--- config.mk ---
export PLATFORM = sky130hd
export DESIGN_NAME = bank_address_and_skip_timing
export DESIGN_NICKNAME = d
export VERILOG_FILES = /design/src/logic/bank_timing_pkg.sv /design/src/logic/bank_address_and_skip_timing.sv
export SDC_FILE = /design/constraint.sdc
export NUM_CORES = 1
export LEC_CHECK = 0
export BUFFER_PORTS_ARGS = -buffer_cell sky130_fd_sc_hd__buf_2
export CORE_UTILIZATION = 51
export CTS_BUF_LIST = sky130_fd_sc_hd__clkbuf_2
export CTS_CLUSTER_DIAMETER = 100
export DETAILED_ROUTE_END_ITERATION = 6
export PLACE_DENSITY = 0.88
export SYNTH_ARGS = -nofsm -noshare
export SYNTH_HDL_FRONTEND = slang
export SYNTH_SLANG_ARGS = --single-unit
--- constraint.sdc ---
create_clock -name pclk -period 2.1 [get_ports pclk]
set_input_delay 0.315 -clock pclk [delete_from_list [all_inputs] [get_ports pclk]]
set_output_delay 0.315 -clock pclk [all_outputs]
set_load 0.01 [all_outputs]
--- src/logic/bank_timing_pkg.sv ---
// Constants, types and carriers for the bank address and skip timing block
package bank_timing_pkg;

    // Register byte offsets
    localparam logic [7:0] CTRL_OFF = 8'h00;
    localparam logic [7:0] STAT_OFF = 8'h04;

    // Control register fields
    localparam int BE_POS = 0;
    localparam int BS_LSB = 4;
    localparam int PCC_LSB = 8;

    // Status register fields
    localparam int ST_BANK_LSB = 0;
    localparam int ST_SKIP_LSB = 4;
    localparam int ST_STALL_POS = 8;
    localparam int ST_TARGET_LSB = 16;

    // Operand widths
    typedef logic [3:0] nib_t;
    typedef logic [7:0] byte_t;
    typedef logic [1:0] bitpos_t;
    typedef logic [3:0] bank_t;
    typedef logic [12:0] pc_t;
    typedef logic [11:0] dm_addr_t;

    // Values after reset
    localparam bank_t BS_RST = 4'h0;
    localparam logic [1:0] PCC_RST = 2'h0;

    // Banks
    localparam bank_t BANK_ZERO = 4'h0;
    localparam bank_t BANK_ONE = 4'h1;
    localparam bank_t BANK_TOP = 4'hF;

    // Data memory windows
    localparam byte_t DIRECT_LOW_TOP = 8'h7F;
    localparam byte_t FMEM_A_LO = 8'hB0;
    localparam byte_t FMEM_A_HI = 8'hBF;
    localparam byte_t FMEM_B_LO = 8'hF0;
    localparam byte_t FMEM_B_HI = 8'hFF;
    localparam byte_t PMEM_LO = 8'hC0;
    localparam byte_t PMEM_HI = 8'hFF;

    // Program memory windows
    localparam pc_t REL_BACK_MIN = 13'h0001;
    localparam pc_t REL_BACK_MAX = 13'h000F;
    localparam pc_t REL_FWD_MIN = 13'h0002;
    localparam pc_t REL_FWD_MAX = 13'h0010;
    localparam pc_t ROM_TOP = 13'h1F7F;
    localparam byte_t TADDR_LO = 8'h20;
    localparam byte_t TADDR_HI = 8'h7F;

    // Extra machine cycles of a taken skip
    localparam logic [1:0] SKIP_NONE = 2'h0;
    localparam logic [1:0] SKIP_ONE = 2'h1;
    localparam logic [1:0] SKIP_LONG = 2'h2;

    // Machine cycle lengths in pclk cycles, one per clock control setting
    localparam logic [5:0] MC_LEN_0 = 6'h02;
    localparam logic [5:0] MC_LEN_1 = 6'h04;
    localparam logic [5:0] MC_LEN_2 = 6'h20;

    typedef enum logic [2:0] {DM_HL, DM_DE, DM_DL, DM_MEM, DM_FMEM, DM_PMEM} dm_mode_e;
    typedef enum logic [2:0] {PM_REL, PM_CADDR, PM_FADDR, PM_TADDR, PM_ADDR} pm_kind_e;
    typedef enum logic [1:0] {SK_SHORT, SK_LONG, SK_TABLE_INDIRECT_INSTRUCTION} skipped_e;

    typedef struct packed {
        logic valid;
        dm_mode_e mode;
        byte_t offset;
        logic wide;
        bitpos_t bitpos;
    } dm_req_s;

    typedef struct packed {
        logic valid;
        bank_t accessed_bank;
        dm_addr_t address;
        bitpos_t bitpos;
        logic fault;
    } dm_ans_s;

    typedef struct packed {
        logic valid;
        pm_kind_e kind;
        pc_t pc;
        pc_t operand;
    } pm_req_s;

    typedef struct packed {
        logic valid;
        pc_t target;
        logic fault;
    } pm_ans_s;

    typedef struct packed {
        logic valid;
        logic taken;
        skipped_e kind;
    } sk_req_s;

endpackage

--- src/logic/bank_address_and_skip_timing.sv ---
// Operand bank resolution, program target checks and skip cycle timing
// Behaviour
// - DE/DL indirect always address bank zero
// - Flag clear: direct 00-7F bank 0, 80-FF bank 15
// - Flag set: direct uses selected bank 0/1/15
// - Fixed-bit operands: bank 15, FB0-FBF, FF0-FFF
// - Peripheral-bit operands: bank 15, FC0-FFF
// - Relative target: PC-15..PC-1 or PC+2..PC+16
// - 12-bit call address extended by PC bit 12
// - Short call address confined to 0000-07FF
// - Table entries 20-7F, even, locations 0020-007F
// - Absolute address limited to 1F7F
// - Skip not taken adds zero cycles
// - Skipping three-byte branch/call adds two cycles
// - Skipping table-indirect instruction takes one cycle
// - Machine cycle is one CPU clock; three lengths
// - Operand fields: 4, 8 and 2 bits
// - Reset: bank select zero, flag from boot bit
`timescale 1ns/100ps
`default_nettype none

module bank_address_and_skip_timing
(
    input wire logic pclk,
    input wire logic presetn,
    input wire logic psel,
    input wire logic penable,
    input wire logic pwrite,
    input wire logic [7:0] paddr,
    input wire logic [31:0] pwdata,
    output logic [31:0] prdata,
    output logic pready,
    output logic pslverr,
    input wire logic boot_bit7,
    input wire bank_timing_pkg::dm_req_s dm_req,
    output bank_timing_pkg::dm_ans_s dm_ans,
    input wire bank_timing_pkg::pm_req_s pm_req,
    output bank_timing_pkg::pm_ans_s pm_ans,
    input wire bank_timing_pkg::sk_req_s sk_req,
    output logic [1:0] skip_cycles,
    output logic skip_stall,
    output logic cpu_cycle_en
);

    typedef enum logic {SKIP_IDLE, SKIP_BUSY} skip_state_e;

    function automatic logic in_byte(input bank_timing_pkg::byte_t v,
                                     input bank_timing_pkg::byte_t lo,
                                     input bank_timing_pkg::byte_t hi);
        in_byte = (v >= lo) && (v <= hi);
    endfunction

    function automatic logic in_pc(input bank_timing_pkg::pc_t v,
                                   input bank_timing_pkg::pc_t lo,
                                   input bank_timing_pkg::pc_t hi);
        in_pc = (v >= lo) && (v <= hi);
    endfunction

    function automatic logic legal_bank(input bank_timing_pkg::bank_t b);
        legal_bank = (b == bank_timing_pkg::BANK_ZERO) || (b == bank_timing_pkg::BANK_ONE)
            || (b == bank_timing_pkg::BANK_TOP);
    endfunction

    logic bank_enable_flag_q;
    bank_timing_pkg::bank_t bank_select_register_q;
    logic [1:0] cpu_clock_control_register_q;
    logic boot_pending_q;
    logic [31:0] prdata_q;
    bank_timing_pkg::dm_ans_s dm_ans_q, dm_ans_d;
    bank_timing_pkg::pm_ans_s pm_ans_q, pm_ans_d;
    logic [5:0] mc_cnt_q;
    logic [1:0] skip_cycles_q, skip_left_q;
    skip_state_e skip_state_q;

    // APB decode; zero wait states, so pready only qualifies the access
    wire apb_access = psel && penable;
    wire apb_setup = psel && !penable;
    wire hit_ctrl = (paddr == bank_timing_pkg::CTRL_OFF);
    wire hit_stat = (paddr == bank_timing_pkg::STAT_OFF);
    wire unmapped = !(hit_ctrl || hit_stat);
    wire ctrl_wr = apb_access && pwrite && hit_ctrl;
    wire bank_enable_flag_d = pwdata[bank_timing_pkg::BE_POS];
    wire [3:0] bank_select_d = pwdata[bank_timing_pkg::BS_LSB +: 4];
    wire [1:0] pcc_d = pwdata[bank_timing_pkg::PCC_LSB +: 2];

    // Unlisted bank or clock settings leave the old value standing
    wire bs_ok = legal_bank(bank_select_d);
    wire pcc_ok = (pcc_d != 2'h3);

    assign pready = 1'b1;
    assign pslverr = apb_access && unmapped;
    assign prdata = prdata_q;

    logic [31:0] ctrl_word, stat_word;
    always_comb
    begin
        ctrl_word = '0;
        ctrl_word[bank_timing_pkg::BE_POS] = bank_enable_flag_q;
        ctrl_word[bank_timing_pkg::BS_LSB +: 4] = bank_select_register_q;
        ctrl_word[bank_timing_pkg::PCC_LSB +: 2] = cpu_clock_control_register_q;
        stat_word = '0;
        stat_word[bank_timing_pkg::ST_BANK_LSB +: 4] = dm_ans_q.accessed_bank;
        stat_word[bank_timing_pkg::ST_SKIP_LSB +: 2] = skip_cycles_q;
        stat_word[bank_timing_pkg::ST_STALL_POS] = skip_stall;
        stat_word[bank_timing_pkg::ST_TARGET_LSB +: 13] = pm_ans_q.target;
    end

    wire [31:0] read_word = hit_ctrl ? ctrl_word : (hit_stat ? stat_word : 32'h0000_0000);

    always_ff @(posedge pclk or negedge presetn)
    begin
        if (!presetn)
            prdata_q <= 32'h0000_0000;
        else if (apb_setup && !pwrite)
            prdata_q <= read_word;
    end

    // Boot bit is caught on the first edge after release, never by the reset
    always_ff @(posedge pclk or negedge presetn)
    begin
        if (!presetn)
        begin
            boot_pending_q <= 1'b1;
            bank_enable_flag_q <= 1'b0;
            bank_select_register_q <= bank_timing_pkg::BS_RST;
            cpu_clock_control_register_q <= bank_timing_pkg::PCC_RST;
        end
        else
        begin
            boot_pending_q <= 1'b0;
            if (boot_pending_q)
                bank_enable_flag_q <= boot_bit7;
            else if (ctrl_wr)
                bank_enable_flag_q <= bank_enable_flag_d;
            if (ctrl_wr && bs_ok)
                bank_select_register_q <= bank_select_d;
            if (ctrl_wr && pcc_ok)
                cpu_clock_control_register_q <= pcc_d;
        end
    end

    // Data memory bank resolution
    wire bank_zero_pair = (dm_req.mode == bank_timing_pkg::DM_DE)
        || (dm_req.mode == bank_timing_pkg::DM_DL);
    wire [3:0] sel_bank = bank_enable_flag_q ? bank_select_register_q
        : bank_timing_pkg::BANK_ZERO;
    wire [3:0] direct_bank = bank_enable_flag_q ? bank_select_register_q
        : ((dm_req.offset <= bank_timing_pkg::DIRECT_LOW_TOP) ? bank_timing_pkg::BANK_ZERO
        : bank_timing_pkg::BANK_TOP);
    wire fmem_ok = in_byte(dm_req.offset, bank_timing_pkg::FMEM_A_LO, bank_timing_pkg::FMEM_A_HI)
        || in_byte(dm_req.offset, bank_timing_pkg::FMEM_B_LO, bank_timing_pkg::FMEM_B_HI);
    wire pmem_ok = in_byte(dm_req.offset, bank_timing_pkg::PMEM_LO,
        bank_timing_pkg::PMEM_HI);
    // Odd byte-wide address is a coding fault upstream; flag, do not fix
    wire odd_wide = dm_req.wide && dm_req.offset[0];

    always_comb
    begin
        dm_ans_d = '0;
        dm_ans_d.valid = dm_req.valid;
        dm_ans_d.bitpos = dm_req.bitpos;
        case (dm_req.mode)
            bank_timing_pkg::DM_HL: dm_ans_d.accessed_bank = sel_bank;
            bank_timing_pkg::DM_DE, bank_timing_pkg::DM_DL:
                dm_ans_d.accessed_bank = bank_timing_pkg::BANK_ZERO;
            bank_timing_pkg::DM_MEM:
            begin
                dm_ans_d.accessed_bank = direct_bank;
                dm_ans_d.fault = odd_wide;
            end
            bank_timing_pkg::DM_FMEM:
            begin
                dm_ans_d.accessed_bank = bank_timing_pkg::BANK_TOP;
                dm_ans_d.fault = !fmem_ok;
            end
            bank_timing_pkg::DM_PMEM:
            begin
                dm_ans_d.accessed_bank = bank_timing_pkg::BANK_TOP;
                dm_ans_d.fault = !pmem_ok;
            end
            default: dm_ans_d.fault = 1'b1;
        endcase
        dm_ans_d.address = {dm_ans_d.accessed_bank, dm_req.offset};
    end

    // Program memory target checks
    wire [12:0] rel_back = pm_req.pc - pm_req.operand;
    wire [12:0] rel_fwd = pm_req.operand - pm_req.pc;
    wire rel_ok = in_pc(rel_back, bank_timing_pkg::REL_BACK_MIN, bank_timing_pkg::REL_BACK_MAX)
        || in_pc(rel_fwd, bank_timing_pkg::REL_FWD_MIN, bank_timing_pkg::REL_FWD_MAX);
    wire [12:0] caddr_target = {pm_req.pc[12], pm_req.operand[11:0]};
    wire [12:0] faddr_target = {2'b00, pm_req.operand[10:0]};
    wire taddr_ok = in_byte(pm_req.operand[7:0], bank_timing_pkg::TADDR_LO,
        bank_timing_pkg::TADDR_HI) && !pm_req.operand[0] && (pm_req.operand[12:8] == 5'h00);

    always_comb
    begin
        pm_ans_d = '0;
        pm_ans_d.valid = pm_req.valid;
        pm_ans_d.target = pm_req.operand;
        case (pm_req.kind)
            bank_timing_pkg::PM_REL: pm_ans_d.fault = !rel_ok;
            bank_timing_pkg::PM_CADDR:
            begin
                pm_ans_d.target = caddr_target;
                pm_ans_d.fault = caddr_target > bank_timing_pkg::ROM_TOP;
            end
            bank_timing_pkg::PM_FADDR: pm_ans_d.target = faddr_target;
            bank_timing_pkg::PM_TADDR: pm_ans_d.fault = !taddr_ok;
            bank_timing_pkg::PM_ADDR:
                pm_ans_d.fault = pm_req.operand > bank_timing_pkg::ROM_TOP;
            default: pm_ans_d.fault = 1'b1;
        endcase
    end

    always_ff @(posedge pclk or negedge presetn)
    begin
        if (!presetn)
        begin
            dm_ans_q <= '0;
            pm_ans_q <= '0;
        end
        else
        begin
            dm_ans_q <= dm_ans_d;
            pm_ans_q <= pm_ans_d;
        end
    end

    assign dm_ans = dm_ans_q;
    assign pm_ans = pm_ans_q;

    // CPU clock enable: one machine cycle per pulse
    wire [5:0] mc_len = (cpu_clock_control_register_q == 2'h0) ? bank_timing_pkg::MC_LEN_0
        : ((cpu_clock_control_register_q == 2'h1) ? bank_timing_pkg::MC_LEN_1
        : bank_timing_pkg::MC_LEN_2);
    wire mc_tick = (mc_cnt_q >= mc_len - 6'h01);

    always_ff @(posedge pclk or negedge presetn)
    begin
        if (!presetn)
            mc_cnt_q <= 6'h00;
        else
            mc_cnt_q <= mc_tick ? 6'h00 : mc_cnt_q + 6'h01;
    end

    assign cpu_cycle_en = mc_tick;

    // Skip cycle count and the stall it imposes on the core
    localparam bank_timing_pkg::skipped_e SK_LONG_K = bank_timing_pkg::SK_LONG;
    wire [1:0] skip_extra = !sk_req.taken ? bank_timing_pkg::SKIP_NONE
        : (sk_req.kind == SK_LONG_K) ? bank_timing_pkg::SKIP_LONG
        : bank_timing_pkg::SKIP_ONE;

    always_ff @(posedge pclk or negedge presetn)
    begin
        if (!presetn)
        begin
            skip_state_q <= SKIP_IDLE;
            skip_cycles_q <= 2'h0;
            skip_left_q <= 2'h0;
        end
        else
        begin
            case (skip_state_q)
                SKIP_IDLE:
                    if (sk_req.valid)
                    begin
                        skip_cycles_q <= skip_extra;
                        skip_left_q <= skip_extra;
                        if (skip_extra != 2'h0)
                            skip_state_q <= SKIP_BUSY;
                    end
                SKIP_BUSY:
                    if (mc_tick)
                    begin
                        skip_left_q <= skip_left_q - 2'h1;
                        if (skip_left_q == 2'h1)
                            skip_state_q <= SKIP_IDLE;
                    end
                default: skip_state_q <= SKIP_IDLE;
            endcase
        end
    end

    assign skip_cycles = skip_cycles_q;
    assign skip_stall = (skip_state_q == SKIP_BUSY);
endmodule // bank_address_and_skip_timing

`default_nettype wire

==> qor.csv <==
metric,value,unit
status,finished with violations,
violations,setup timing,
die_w,94.6,µm
period_share,108,%
antenna_found_initial,0,
hp-class,in -> reg,
required,1.78,ns
antenna_left,0,
grt_pass1_wl,19500,µm
drt_wl_total,13000,µm
yosysTopAreaCell,dfrtp_1,
core-area,8260,µm²
io_buffers,132,
stdcell_count,796,
clkTransAtPathRegs,0.20,ns
crit_fanout,4,
syn_to_final_growth,40.7,%
synthFlopType,dfrtp_1,
gp_congestion,0.934,
cpPeakStageDelay,0.45,ns
num_vias,4471,
r2r-end,skip_left_q[0],
fin_ws,-0.169,ns
power.density,636,nW/µm²
cts_tree,built,
crit_start,cpu_clock_control_register_q[1],
final_hold_viol_count,0,
wl_per_cell,16.3,µm
syn_inst,459,
synthesis.area,4380,µm²
fin_skew,0.0317,ns
critPathKind,reg -> out,
tightest_slew,0.594,ns
cp-start-kind,register,
nFillCells,577,
rows,33,
drive_above_1_share,38.5,%
r2r_start,cpu_clock_control_register_q[1],
max_freq,441,MHz
arrival,1.95,ns
viasPerCell,5.62,
finalSetupViolations,2,
die-area,8950,µm²
die_h,94.6,µm
initial_core_util,53.0,%
cts.path.max_buffers,2,
period_minus_slack,2.27,ns
remaining_drc_errors,0,
synth_edf_count,0,
grt_usage,28.1,%
whs_endpoint,pm_ans[7],
synth_area_leaders,"dfrtp_1 (41%), ha_1 (8.6%), a22o_1 (3.8%)",
async_flop_share,100,%
synth_seq_cells,73,
post_synth.cell_area_avg,9.53,µm²
p_leak,0.00322,µW
yosysWarnings,0,
overflow,0,
clk_latency,0.50,ns
rsz0062_at_grt,yes,
r2r_setup_slack,0.17,ns
dp_hpwl,9430,µm
place_inst,751,
grt_max_degree,74,
min-delay-start,pm_req[6],
crit_chain,nor2_1 -> ha_1 -> a21o_1 -> a21oi_2 -> nor2b_1 -> o21ai_1 -> nand2_1 -> buf_2,
numCtsBuffers,9,
worstRegToRegCells,10,
ir_worst_vdd,0.283,mV
ys_types,64,
seq_area_frac_synth,41.8,%
grt_pass1_vias,4275,
clock-sinks,73,
firstDrtPassIters,5,
min_path_cells,2,
synthDominantCellAreaShare,41.2,%
root_buffer,clkbuf_2,
relSlewSlack,59.4,%
n_antenna_cell,0,
slowest_stage,dfrtp_1,
drv_slew,0,
maxCapViolations,0,
drtIter0Drc,177,
num_io_pins,168,
htreeDepth,3,
p_total,3910,µW
nNetsFinal,813,
endpoint_kind,output port,
-- per-stage QoR --
| step | setup WS, ns | setup TNS (ns) | area [µm²] | hold slack (ns) | utilization, % |
|---|---|---|---|---|---|
| final | -0.169 | -0.241 | 6150 | 0.0647 | 74.5 |
| after global routing | -0.348 | -0.436 | 6150 | 0.00745 | 74.5 |
| after CTS | -0.219 | -0.219 | 6000 | 0.00752 | 72.7 |
| after detailed placement | -0.549 | -0.549 | 5640 | 0.368 | 68.3 |
| after global placement | -0.425 | -0.425 | 5640 | 0.367 | 68.3 |
| after floorplan | -0.170 | -0.170 | 4430 | 0.0194 | - |
-- placed cells by master (no fill, tap or decap), types with 4 or more instances in the layout --
master,instances
nand3_1,10
dlygate4sd3_1,22
buf_4,83
a22o_1,19
nor2_1,27
o22ai_1,7
clkbuf_2,9
nand4_1,7
mux2i_1,9
a21oi_1,29
inv_1,33
conb_1,11
nor2b_1,5
dfrtp_1,72
xor2_1,6
ha_1,27
a21o_1,8
xnor2_1,8
nor3_1,7
nand2_1,33
a211oi_1,4
a31oi_1,5
o31ai_1,6
buf_2,130
or3_1,4
o21ai_0,16
nand2b_1,6
mux2_2,5
-- registers in the layout (all words and copies together), names as in the netlist --
| register | count |
|---|---|
| bank_enable_flag_q | 1 |
| bank_select_register_q | 4 |
| boot_pending_q | 1 |
| cpu_clock_control_register_q | 2 |
| dm_ans | 16 |
| mc_cnt_q | 6 |
| pm_ans | 15 |
| prdata | 23 |
| skip_cycles | 2 |
| skip_left_q | 2 |
| skip_stall | 1 |
-- metal layers --
layer	share of wire, %	GRT usage [%]
met5	0	0
met3	6.9	5.80
met2	52	51.4
met4	2.4	10.1
met1	39	32.0
-- worst max path at each step --
stage | cells past startpoint | end | slack, ns
after global placement | 12 | pm_ans[0] | -0.43
final | 8 | cpu_cycle_en | -0.17
after global routing | 8 | cpu_cycle_en | -0.35
after floorplan | 11 | pm_ans[0] | -0.17
after detailed placement | 11 | pm_ans[0] | -0.55
after CTS | 8 | cpu_cycle_en | -0.22
-- synth_stat cells, types with 3 or more instances --
| library cell | count |
|---|---|
| ha_1 | 30 |
| mux2i_1 | 9 |
| a21oi_1 | 32 |
| xor2_1 | 6 |
| nor4_1 | 5 |
| xnor2_1 | 8 |
| a22o_1 | 19 |
| nor2_1 | 27 |
| o22ai_1 | 7 |
| o211ai_1 | 3 |
| nor3_1 | 9 |
| o21ai_0 | 18 |
| buf_4 | 15 |
| nand3_1 | 10 |
| a41oi_1 | 3 |
| nand4_1 | 7 |
| nand2_1 | 34 |
| mux2_2 | 5 |
| inv_1 | 37 |
| or3_1 | 4 |
| clkbuf_1 | 12 |
| nand2b_1 | 6 |
| nor2b_1 | 6 |
| o31ai_1 | 7 |
| a31oi_1 | 5 |
| and2_1 | 3 |
| a21o_1 | 8 |
| dfrtp_1 | 72 |
| a211oi_1 | 4 |
-- timing repair --
action | CTS | global route
hold buffers | 19 | 4
setup buffers | 4 | 4
endpoints found under the setup margin | 1 | 4
hold endpoints to repair | 90 | 4
pin swaps | 3 | 11
gates resized for setup | 3 | 26
-- cells by family after synthesis --
kind of cell,share of synthesized area [%]
muxes,3.35
AOI/OAI and AO/OA,19.8
other,0.172
buffers and inverters,7.43
DFF,41.8
and+or+nand+nor,15.1
xor gates and xnor gates,2.80
adders and majority gates,9.49
-- cell type report --
| class | count | area [µm²] | area share (%) |
|---|---|---|---|
| multi-input cells | 326 | 2360 | 38.4 |
| well taps | 105 | 131 | 2.13 |
| inverters | 37 | 141 | 2.30 |
| flip-flops and latches | 73 | 1830 | 29.7 |
| clock inverters | 7 | 93.8 | 1.52 |
| repair buffers | 239 | 1550 | 25.2 |
| clock buffers | 9 | 45.0 | 0.732 |
-- power breakdown --
part	internal [µW]	switching, µW
Sequential	1520	89.7
Clock	394	500
Combinational	672	741
-- critical path, delay by kind of cell, from the launching register on --
family | cells | cell delay [ns]
AOI/OAI and AO/OA | 3 | 0.39
DFF | 1 | 0.45
and+or+nand+nor | 3 | 0.24
buffers and inverters | 1 | 0.15
adders and majority gates | 1 | 0.23
(Power assumes the default switching activity.)
